## src/serial_overhead_input_pkg.sv

```systemverilog
/*
  Constants for the transmit path overhead insertion block: register offsets,
  reset values, field positions, stream positions and buffer depth.
  Assumes an 8-bit register port and an 8-bit parallel byte stream.
*/
`default_nettype none

package serial_overhead_input_pkg;

  // ------------------------------------------------------------------
  // Register port and offsets
  // ------------------------------------------------------------------
  localparam int unsigned ADDR_W = 8;
  localparam int unsigned DATA_W = 8;

  localparam logic [7:0] OFF_TRACE   = 8'h47;
  localparam logic [7:0] OFF_LABEL   = 8'h48;
  localparam logic [7:0] OFF_STATUS  = 8'h49;
  localparam logic [7:0] OFF_USER    = 8'h4a;
  localparam logic [7:0] OFF_GROWTH1 = 8'h4b;
  localparam logic [7:0] OFF_GROWTH2 = 8'h4c;
  localparam logic [7:0] OFF_GROWTH3 = 8'h4d;
  localparam logic [7:0] OFF_SRC     = 8'h4e;

  // ------------------------------------------------------------------
  // Reset values
  // ------------------------------------------------------------------
  localparam logic [7:0] RST_TRACE  = 8'h00;
  localparam logic [7:0] RST_LABEL  = 8'h13;
  localparam logic [7:0] RST_STATUS = 8'h00;
  localparam logic [7:0] RST_USER   = 8'h00;
  localparam logic [7:0] RST_GROWTH = 8'h00;
  localparam logic [1:0] RST_SRC    = 2'h0;

  // ------------------------------------------------------------------
  // Field positions
  // ------------------------------------------------------------------
  localparam int unsigned ERR_HI     = 7;
  localparam int unsigned ERR_LO     = 4;
  localparam int unsigned RDI_BIT    = 3;
  localparam int unsigned SPARE_HI   = 2;
  localparam int unsigned SPARE_LO   = 0;
  localparam int unsigned SRC_STATUS = 0;
  localparam int unsigned SRC_TRACE  = 1;

  localparam logic [3:0] ERR_CNT_MAX = 4'hf;
  localparam int unsigned FIFO_DEPTH = 8;

  // Overhead byte position carried beside each stream byte
  typedef enum logic [2:0] {
    POS_NONE, POS_TRACE, POS_LABEL, POS_STATUS,
    POS_USER, POS_GROWTH1, POS_GROWTH2, POS_GROWTH3
  } oh_pos_t;

endpackage

`default_nettype wire

```

## src/tx_path_overhead_insert_regs.sv

```systemverilog
/*
  Transmit path overhead byte registers and their insertion into the byte
  stream, followed by an output FIFO. Assumes upstream framing logic marks
  each byte's overhead position and drives the enable and overhead bytes in
  the same cycle as the stream byte; all inputs are synchronous to clk_sys.
*/
// Local design decision: strobed register access.
// Behaviour
// - Trace register goes into trace byte where enable low and buffer off.
// - Signal label register resets to 0x13, the ATM payload code.
// - Label register goes into label byte where enable low.
// - Error count field inserted only with status source zero, enable low.
// - Programmed error count clears to zero once inserted.
// - Non-zero programmed count replaces count accumulated last frame.
// - Status read shows pending count, non-zero until inserted.
// - Transmitted remote defect is register bit OR input pin.
// - Register defect bit one drives status defect position high.
// - Bit zero and pin low drive defect position low.
// - Defect bit ignored with status source one or enable high.
// - Enable high takes status bit from serial overhead input.
// - Spare field inserted with status source zero and enable low.
// - User channel register goes into user byte where enable low.
// - First growth register goes into its byte where enable low.
// - Second growth register goes into its byte where enable low.
// - Third growth register goes into its byte where enable low.
`timescale 1ns/1ps
`default_nettype none

// --------------------------------------------------------------------
// Output byte FIFO
// --------------------------------------------------------------------
module byte_fifo #(
  parameter int unsigned WIDTH = 8,
  parameter int unsigned DEPTH = 8
) (
  input  wire logic             clk_sys,
  input  wire logic             resetn,
  input  wire logic             in_valid,
  output logic                  in_ready,
  input  wire logic [WIDTH-1:0] in_data,
  output logic                  out_valid,
  input  wire logic             out_ready,
  output logic      [WIDTH-1:0] out_data
);
  localparam int unsigned PW = $clog2(DEPTH);

  logic [WIDTH-1:0] mem [DEPTH];
  logic [PW:0]      wr_q;
  logic [PW:0]      rd_q;
  logic             full;
  logic             empty;

  // Extra pointer bit tells full from empty
  assign empty     = (wr_q == rd_q);
  assign full      = (wr_q[PW-1:0] == rd_q[PW-1:0]) && (wr_q[PW] != rd_q[PW]);
  assign in_ready  = !full;
  assign out_valid = !empty;
  assign out_data  = mem[rd_q[PW-1:0]];

  // Storage write
  always_ff @(posedge clk_sys) begin
    if (in_valid && !full) begin
      mem[wr_q[PW-1:0]] <= in_data;
    end
  end

  // Pointers
  always_ff @(posedge clk_sys) begin
    if (!resetn) begin
      wr_q <= '0;
      rd_q <= '0;
    end else begin
      if (in_valid && !full) begin
        wr_q <= wr_q + 1'b1;
      end
      if (out_ready && !empty) begin
        rd_q <= rd_q + 1'b1;
      end
    end
  end
endmodule // byte_fifo

// --------------------------------------------------------------------
// Overhead registers and insertion
// --------------------------------------------------------------------
module tx_path_overhead_insert_regs (
  input  wire logic                  clk_sys,
  input  wire logic                  resetn,
  input  wire logic [7:0]            reg_addr,
  input  wire logic [7:0]            reg_wdata,
  input  wire logic                  reg_wr,
  input  wire logic                  reg_rd,
  output logic      [7:0]            reg_rdata,
  input  wire logic                  in_valid,
  output logic                       in_ready,
  input  wire logic [7:0]            in_data,
  input  wire serial_overhead_input_pkg::oh_pos_t     byte_position,
  input  wire logic [7:0]            overhead_insert_enable_input,
  input  wire logic [7:0]            serial_overhead_input,
  input  wire logic [7:0]            trace_buffer_byte,
  input  wire logic                  remote_defect_input,
  input  wire logic                  far_end_error_pulse,
  input  wire logic                  frame_start,
  output logic                       parallel_byte_valid,
  input  wire logic                  parallel_byte_ready,
  output logic      [7:0]            parallel_byte_output
);

  logic [7:0] trace_q;
  logic [7:0] label_q;
  logic [3:0] err_prog_q;
  logic       rdi_q;
  logic [2:0] spare_q;
  logic [7:0] user_q;
  logic [7:0] growth_q [3];
  logic [1:0] src_q;
  logic [3:0] err_acc_q;
  logic [3:0] err_prev_q;
  logic [7:0] rdata_q;
  logic [7:0] ins_byte;
  logic [7:0] status_own;
  logic [3:0] err_ins;
  logic       accept;
  logic       wr_hit_status;
  logic       err_taken;

  // ------------------------------------------------------------------
  // Helpers
  // ------------------------------------------------------------------
  // Per bit: overhead input where enable high, register value elsewhere
  function automatic logic [7:0] merge(input logic [7:0] own,
                                       input logic [7:0] oh,
                                       input logic [7:0] en);
    merge = (oh & en) | (own & ~en);
  endfunction

  // Saturating error count increment
  function automatic logic [3:0] sat_inc(input logic [3:0] v, input logic inc);
    sat_inc = (inc && v != serial_overhead_input_pkg::ERR_CNT_MAX) ? v + 4'h1 : v;
  endfunction

  assign accept        = in_valid && in_ready;
  assign wr_hit_status = reg_wr && (reg_addr == serial_overhead_input_pkg::OFF_STATUS);

  // ------------------------------------------------------------------
  // Software registers
  // ------------------------------------------------------------------
  // Trace and label bytes
  always_ff @(posedge clk_sys) begin
    if (!resetn) begin
      trace_q <= serial_overhead_input_pkg::RST_TRACE;
      label_q <= serial_overhead_input_pkg::RST_LABEL;
    end else if (reg_wr) begin
      if (reg_addr == serial_overhead_input_pkg::OFF_TRACE) begin
        trace_q <= reg_wdata;
      end
      if (reg_addr == serial_overhead_input_pkg::OFF_LABEL) begin
        label_q <= reg_wdata;
      end
    end
  end

  // Status defect and spare fields
  always_ff @(posedge clk_sys) begin
    if (!resetn) begin
      rdi_q   <= serial_overhead_input_pkg::RST_STATUS[serial_overhead_input_pkg::RDI_BIT];
      spare_q <= serial_overhead_input_pkg::RST_STATUS[serial_overhead_input_pkg::SPARE_HI:serial_overhead_input_pkg::SPARE_LO];
    end else if (wr_hit_status) begin
      rdi_q   <= reg_wdata[serial_overhead_input_pkg::RDI_BIT];
      spare_q <= reg_wdata[serial_overhead_input_pkg::SPARE_HI:serial_overhead_input_pkg::SPARE_LO];
    end
  end

  // Programmed error count; a write in the insert cycle wins
  always_ff @(posedge clk_sys) begin
    if (!resetn) begin
      err_prog_q <= serial_overhead_input_pkg::RST_STATUS[serial_overhead_input_pkg::ERR_HI:serial_overhead_input_pkg::ERR_LO];
    end else if (wr_hit_status) begin
      err_prog_q <= reg_wdata[serial_overhead_input_pkg::ERR_HI:serial_overhead_input_pkg::ERR_LO];
    end else if (err_taken) begin
      err_prog_q <= 4'h0;
    end
  end

  // User channel and growth bytes
  always_ff @(posedge clk_sys) begin
    if (!resetn) begin
      user_q <= serial_overhead_input_pkg::RST_USER;
      for (int i = 0; i < 3; i++) begin
        growth_q[i] <= serial_overhead_input_pkg::RST_GROWTH;
      end
    end else if (reg_wr) begin
      if (reg_addr == serial_overhead_input_pkg::OFF_USER) begin
        user_q <= reg_wdata;
      end
      if (reg_addr == serial_overhead_input_pkg::OFF_GROWTH1) begin
        growth_q[0] <= reg_wdata;
      end
      if (reg_addr == serial_overhead_input_pkg::OFF_GROWTH2) begin
        growth_q[1] <= reg_wdata;
      end
      if (reg_addr == serial_overhead_input_pkg::OFF_GROWTH3) begin
        growth_q[2] <= reg_wdata;
      end
    end
  end

  // Source control: status source select and trace buffer insertion
  always_ff @(posedge clk_sys) begin
    if (!resetn) begin
      src_q <= serial_overhead_input_pkg::RST_SRC;
    end else if (reg_wr && reg_addr == serial_overhead_input_pkg::OFF_SRC) begin
      src_q <= reg_wdata[1:0];
    end
  end

  // Read data, valid only in the cycle after the strobe
  always_ff @(posedge clk_sys) begin
    if (!resetn || !reg_rd) begin
      rdata_q <= 8'h00;
    end else begin
      unique case (reg_addr)
        serial_overhead_input_pkg::OFF_TRACE:   rdata_q <= trace_q;
        serial_overhead_input_pkg::OFF_LABEL:   rdata_q <= label_q;
        serial_overhead_input_pkg::OFF_STATUS:  rdata_q <= {err_prog_q, rdi_q, spare_q};
        serial_overhead_input_pkg::OFF_USER:    rdata_q <= user_q;
        serial_overhead_input_pkg::OFF_GROWTH1: rdata_q <= growth_q[0];
        serial_overhead_input_pkg::OFF_GROWTH2: rdata_q <= growth_q[1];
        serial_overhead_input_pkg::OFF_GROWTH3: rdata_q <= growth_q[2];
        serial_overhead_input_pkg::OFF_SRC:     rdata_q <= {6'h00, src_q};
        default:               rdata_q <= 8'h00;
      endcase
    end
  end

  assign reg_rdata = rdata_q;

  // ------------------------------------------------------------------
  // Far end error accounting
  // ------------------------------------------------------------------
  // Count error pulses per frame; hand the total on at frame start
  always_ff @(posedge clk_sys) begin
    if (!resetn) begin
      err_acc_q  <= 4'h0;
      err_prev_q <= 4'h0;
    end else if (frame_start) begin
      err_prev_q <= err_acc_q;
      err_acc_q  <= sat_inc(4'h0, far_end_error_pulse);
    end else begin
      err_acc_q  <= sat_inc(err_acc_q, far_end_error_pulse);
    end
  end

  assign err_ins = (err_prog_q != 4'h0) ? err_prog_q : err_prev_q;

  assign status_own = {err_ins, rdi_q | remote_defect_input, spare_q};

  // count taken only from own source with enable low
  assign err_taken = accept && byte_position == serial_overhead_input_pkg::POS_STATUS &&
                     !src_q[serial_overhead_input_pkg::SRC_STATUS] &&
                     overhead_insert_enable_input[serial_overhead_input_pkg::ERR_HI:serial_overhead_input_pkg::ERR_LO] == 4'h0;

  // ------------------------------------------------------------------
  // Byte insertion
  // ------------------------------------------------------------------
  // registers sampled at each overhead byte position; stream byte passed through at POS_NONE
  always_comb begin
    unique case (byte_position)
      serial_overhead_input_pkg::POS_TRACE:
        ins_byte = src_q[serial_overhead_input_pkg::SRC_TRACE] ? trace_buffer_byte :
                   merge(trace_q, serial_overhead_input, overhead_insert_enable_input);
      serial_overhead_input_pkg::POS_LABEL:
        ins_byte = merge(label_q, serial_overhead_input, overhead_insert_enable_input);
      serial_overhead_input_pkg::POS_STATUS:
        ins_byte = src_q[serial_overhead_input_pkg::SRC_STATUS] ? serial_overhead_input :
                   merge(status_own, serial_overhead_input, overhead_insert_enable_input);
      serial_overhead_input_pkg::POS_USER:
        ins_byte = merge(user_q, serial_overhead_input, overhead_insert_enable_input);
      serial_overhead_input_pkg::POS_GROWTH1:
        ins_byte = merge(growth_q[0], serial_overhead_input, overhead_insert_enable_input);
      serial_overhead_input_pkg::POS_GROWTH2:
        ins_byte = merge(growth_q[1], serial_overhead_input, overhead_insert_enable_input);
      serial_overhead_input_pkg::POS_GROWTH3:
        ins_byte = merge(growth_q[2], serial_overhead_input, overhead_insert_enable_input);
      default:
        ins_byte = in_data;
    endcase
  end

  // Output buffering; a stalled sink back-pressures the stream input
  byte_fifo #(
    .WIDTH (8),
    .DEPTH (serial_overhead_input_pkg::FIFO_DEPTH)
  ) u_fifo (
    .clk_sys   (clk_sys),
    .resetn    (resetn),
    .in_valid  (in_valid),
    .in_ready  (in_ready),
    .in_data   (ins_byte),
    .out_valid (parallel_byte_valid),
    .out_ready (parallel_byte_ready),
    .out_data  (parallel_byte_output)
  );
endmodule // tx_path_overhead_insert_regs

`default_nettype wire

```

## config.mk

```make
export PLATFORM = sky130hd
export DESIGN_NAME = tx_path_overhead_insert_regs
export DESIGN_NICKNAME = d
export VERILOG_FILES = /design/src/serial_overhead_input_pkg.sv /design/src/tx_path_overhead_insert_regs.sv
export SDC_FILE = /design/constraint.sdc
export NUM_CORES = 1
export LEC_CHECK = 0
export ABC_AREA = 1
export BUFFER_PORTS_ARGS = -buffer_cell sky130_fd_sc_hd__buf_2
export CORE_MARGIN = 10
export CORE_UTILIZATION = 58
export DETAILED_ROUTE_END_ITERATION = 8
export GPL_TIMING_DRIVEN = 0
export PLACE_DENSITY = 0.79
export SYNTH_ARGS = -nofsm -noshare
export SYNTH_HDL_FRONTEND = slang
export SYNTH_SLANG_ARGS = --single-unit
```

## constraint.sdc

```tcl
create_clock -name clk_sys -period 3.1 [get_ports clk_sys]
set_input_delay 0.465 -clock clk_sys [delete_from_list [all_inputs] [get_ports clk_sys]]
set_output_delay 0.465 -clock clk_sys [all_outputs]
set_load 0.02 [all_outputs]
```

==> impl_metrics.yaml <==
status:
  status: "finished, final reports clean"
clocking:
  tritoncts: "yes"
  clockRootBuffer: "clkbuf_16"
  path_clk_slew_ps: 60
  cts.sinks: 149
  post-cts-setup-buffers: 0
  htree_num_levels: 4
  cts_hold_buf: 0
  clk_path_buf_depth: 2
  clk_latency_ps: 430
  cts_buffers: 17
  cts_resized: 0
routing:
  wirelength_um: 20800
  drt_iter0_drc: 888
  num_vias: 6575
  wl_per_cell_um: 18.9
  viasPerCell: 5.98
  drc: 0
  drtAntennaViolNets: 0
  first_pass_iters: 8
global_routing:
  grt_pass1_wl_um: 32300
  met2_usage: 0.390
  grt.busiest_layer: "met2"
  grt.overflow.total: 0
  antenna_found_initial: 0
  grtUsageMet1: 0.264
  groute.usage.overall: 0.233
  grtUsageMet3: 0.0499
  grt_max_degree: 17
  grt_pass1_vias: 6238
die:
  coreArea_sq_mm: 0.0121
  dieHeight_um: 131
  start_util: 0.594
  dieArea_sq_mm: 0.0172
  ioPinCount: 78
  die_x_um: 131
  floorplan.rows: 40
synth:
  yosysSeqAreaShare: 0.539
  syn_area_sq_mm: 0.00717
  yosysUniqueCellTypes: 42
  yosys.area.top_type: "edfxtp_1"
  synthCells: 826
  ys_ff_latch: 149
  synth_area_per_cell_sq_um: 8.68
  synth_top_area_frac: 0.369
  yosys-top-cells-area: "edfxtp_1 (37%), dfxtp_1 (17%), nor2_1 (7.1%)"
  synth_nets: 889
  ys_warn_count: 0
timing:
  tns_ps: 0
  fin_crit_ps: 2700
  finClkSkew_ps: 8.61
  fin_crit_sh: 0.870
  relSlewSlack: 0.129
  rsz0062_at_grt: "false"
  max_freq_ghz: 0.371
  final-setup-viol-count: 0
  finalMaxSlewViolations: 0
  hold_violations: 0
  worstMarginPinSlew_ps: 1300
place:
  hpwlAfterDp_um: 15400
  place.gp.congestion: 0.954
  placed_cells: 1067
  portBuffers: 73
  postPlaceCellArea_sq_mm: 0.00774
finish:
  layout.nets: 981
  design_area_sq_mm: 0.00831
  drive_gt1_frac: 0.160
  finalNonFillerCells: 1099
  area_delta_synth_final_pct: 15.9
  antenna_cells: 0
power_and_ir_drop:
  power_density_mw_per_mm2: 573
  total_power_mw: 4.76
  p_sw_mw: 1.30
  pwr-share-seq: 0.464
  p_int_mw: 3.46
  power_frac_clock: 0.407
  max-vdd-ir-drop_mv: 0.393
  switching_share: 0.272
  pwr-share-comb: 0.129
  p_leak_nw: 3.17
min_path:
  hold_class: "primary input to flop"
critical_path:
  path_cells: "inv_1 -> clkbuf_1 -> nor2_1 -> o32ai_1 -> nand2_1 -> nand2_1 -> buf_2"
  cp_max_fo: 10
  required_ps: 2630
  cp.arrival_ps: 2230
  slowest_stage: "clkbuf_1"
  crit_path_frequent_cell: "nand2_1"
  crit_path_end_kind: "output pin"
  start_kind: "flop"
  crit_path_max_incr_delay_ps: 490
  critPathKind: "flop to output pin"
job:
  maxCapViolations: 0
registers in the layout, summed over array words and instances (netlist names), named ones only:
register and count:
err_acc_q 4, err_prev_q 4, err_prog_q 4, growth_q 24, label_q 8, rdi_q 1, reg_rdata 8, spare_q 3
src_q 2, trace_q 8, u_fifo.mem 64, u_fifo.rd_q 4, u_fifo.wr_q 4, user_q 8
cell usage after synthesis (all sizes together):
master	n
edfxtp	88
o22ai	1
a2bb2oi	1
xnor2	1
xor2	3
dfxtp	61
clkbuf	20
a21oi	62
buf	14
o21bai	7
nand3b	2
nand2	123
and3	4
inv	63
ha	3
o21ai	87
or2	1
o31ai	1
o211ai	6
o32ai	16
nor3	7
nor2	142
nand3	69
nand4	41
clkinv	3
routing by layer:
layer	up-vias	wire length (um)
met2	382	10100
met4	0	1150
met5	-	0
met3	95	1790
li1	3079	-
met1	3019	7780
through the flow:
| step | utilization | setup slack [ps] | hold slack (ps) |
|---|---|---|---|
| 2_1_floorplan | - | 963 | 437 |
| 3_3_place_gp | 0.642 | 275 | 471 |
| 3_5_place_dp | 0.642 | 241 | 478 |
| 4_1_cts | 0.689 | 411 | 304 |
| 5_1_grt | 0.689 | 245 | 330 |
| 6_report | 0.689 | 403 | 310 |
critical path: cells and delay by family, from the launching register on:
family,cells,cell delay [ps]
buffers and inverters,3,790
AOI/OAI and AO/OA,1,370
and+or+nand+nor,3,260
DFF,1,370
cell families after synthesis:
family,count (synthesis),synth area share
AOI/OAI and AO/OA,181,0.144
DFF,149,0.539
xor gates and xnor gates,4,0.00489
and+or+nand+nor,389,0.251
buffers and inverters,100,0.0565
adders and majority gates,3,0.00524
power groups by stage:
| stage | Sequential, mW | Combinational (mW) | Clock [mW] |
|---|---|---|---|
| final | 2.21 | 0.615 | 1.94 |
| after global routing | 2.21 | 0.674 | 2.02 |
| after CTS | 2.21 | 0.609 | 1.93 |
| after detailed placement | 2.25 | 0.604 | 0 |
| after global placement | 2.25 | 0.591 | 0 |
| after floorplan | 2.24 | 0.383 | 0 |
worst paths after layout:
check / start / end / slack [ps] / cells after the start
max: flop / parallel_byte_output[5] / 400 / 7
min: frame_start / err_prev_q[3]$_SDFFE_PN0P_ / 310 / 2
max reg2reg: u_fifo.wr_q[2]$_SDFFE_PN0P_ / u_fifo.mem[4][3]$_DFFE_PP_ / 840 / 7
min reg2reg: u_fifo.rd_q[3]$_SDFFE_PN0P_ / u_fifo.rd_q[3]$_SDFFE_PN0P_ / 490 / 2
cell type report:
class                      count  area [sq um]
sequential                   149          3860
fill                         984          3750
multi-input combinational    577          2910
clock buffer                  18           429
timing repair buffer          73           365
inverter                      66           248
tap                          168           210
buffer                        34           158
clock inverter                14           133
cell usage in the layout, fill, tap and decap left out, types with 3 or more instances in the layout:
master	synthesis	layout
a21oi_1	60	60
and3_1	4	4
buf_2	9	82
buf_4	3	3
clkbuf_1	20	21
clkbuf_16	0	17
clkinv_1	3	3
clkinv_4	0	5
clkinvlp_4	0	6
dfxtp_1	61	61
edfxtp_1	88	88
ha_1	3	3
inv_1	58	58
inv_2	5	5
nand2_1	118	118
nand2_2	3	3
nand3_1	65	65
nand3_2	4	4
nand4_1	40	40
nor2_1	135	135
nor2_4	4	4
nor3_1	5	4
o211ai_1	4	4
o21ai_0	77	75
o21ai_1	8	10
o21bai_1	7	7
o32ai_1	16	16
xor2_1	3	3
Note: power is estimated with default switching activity, not from simulation.
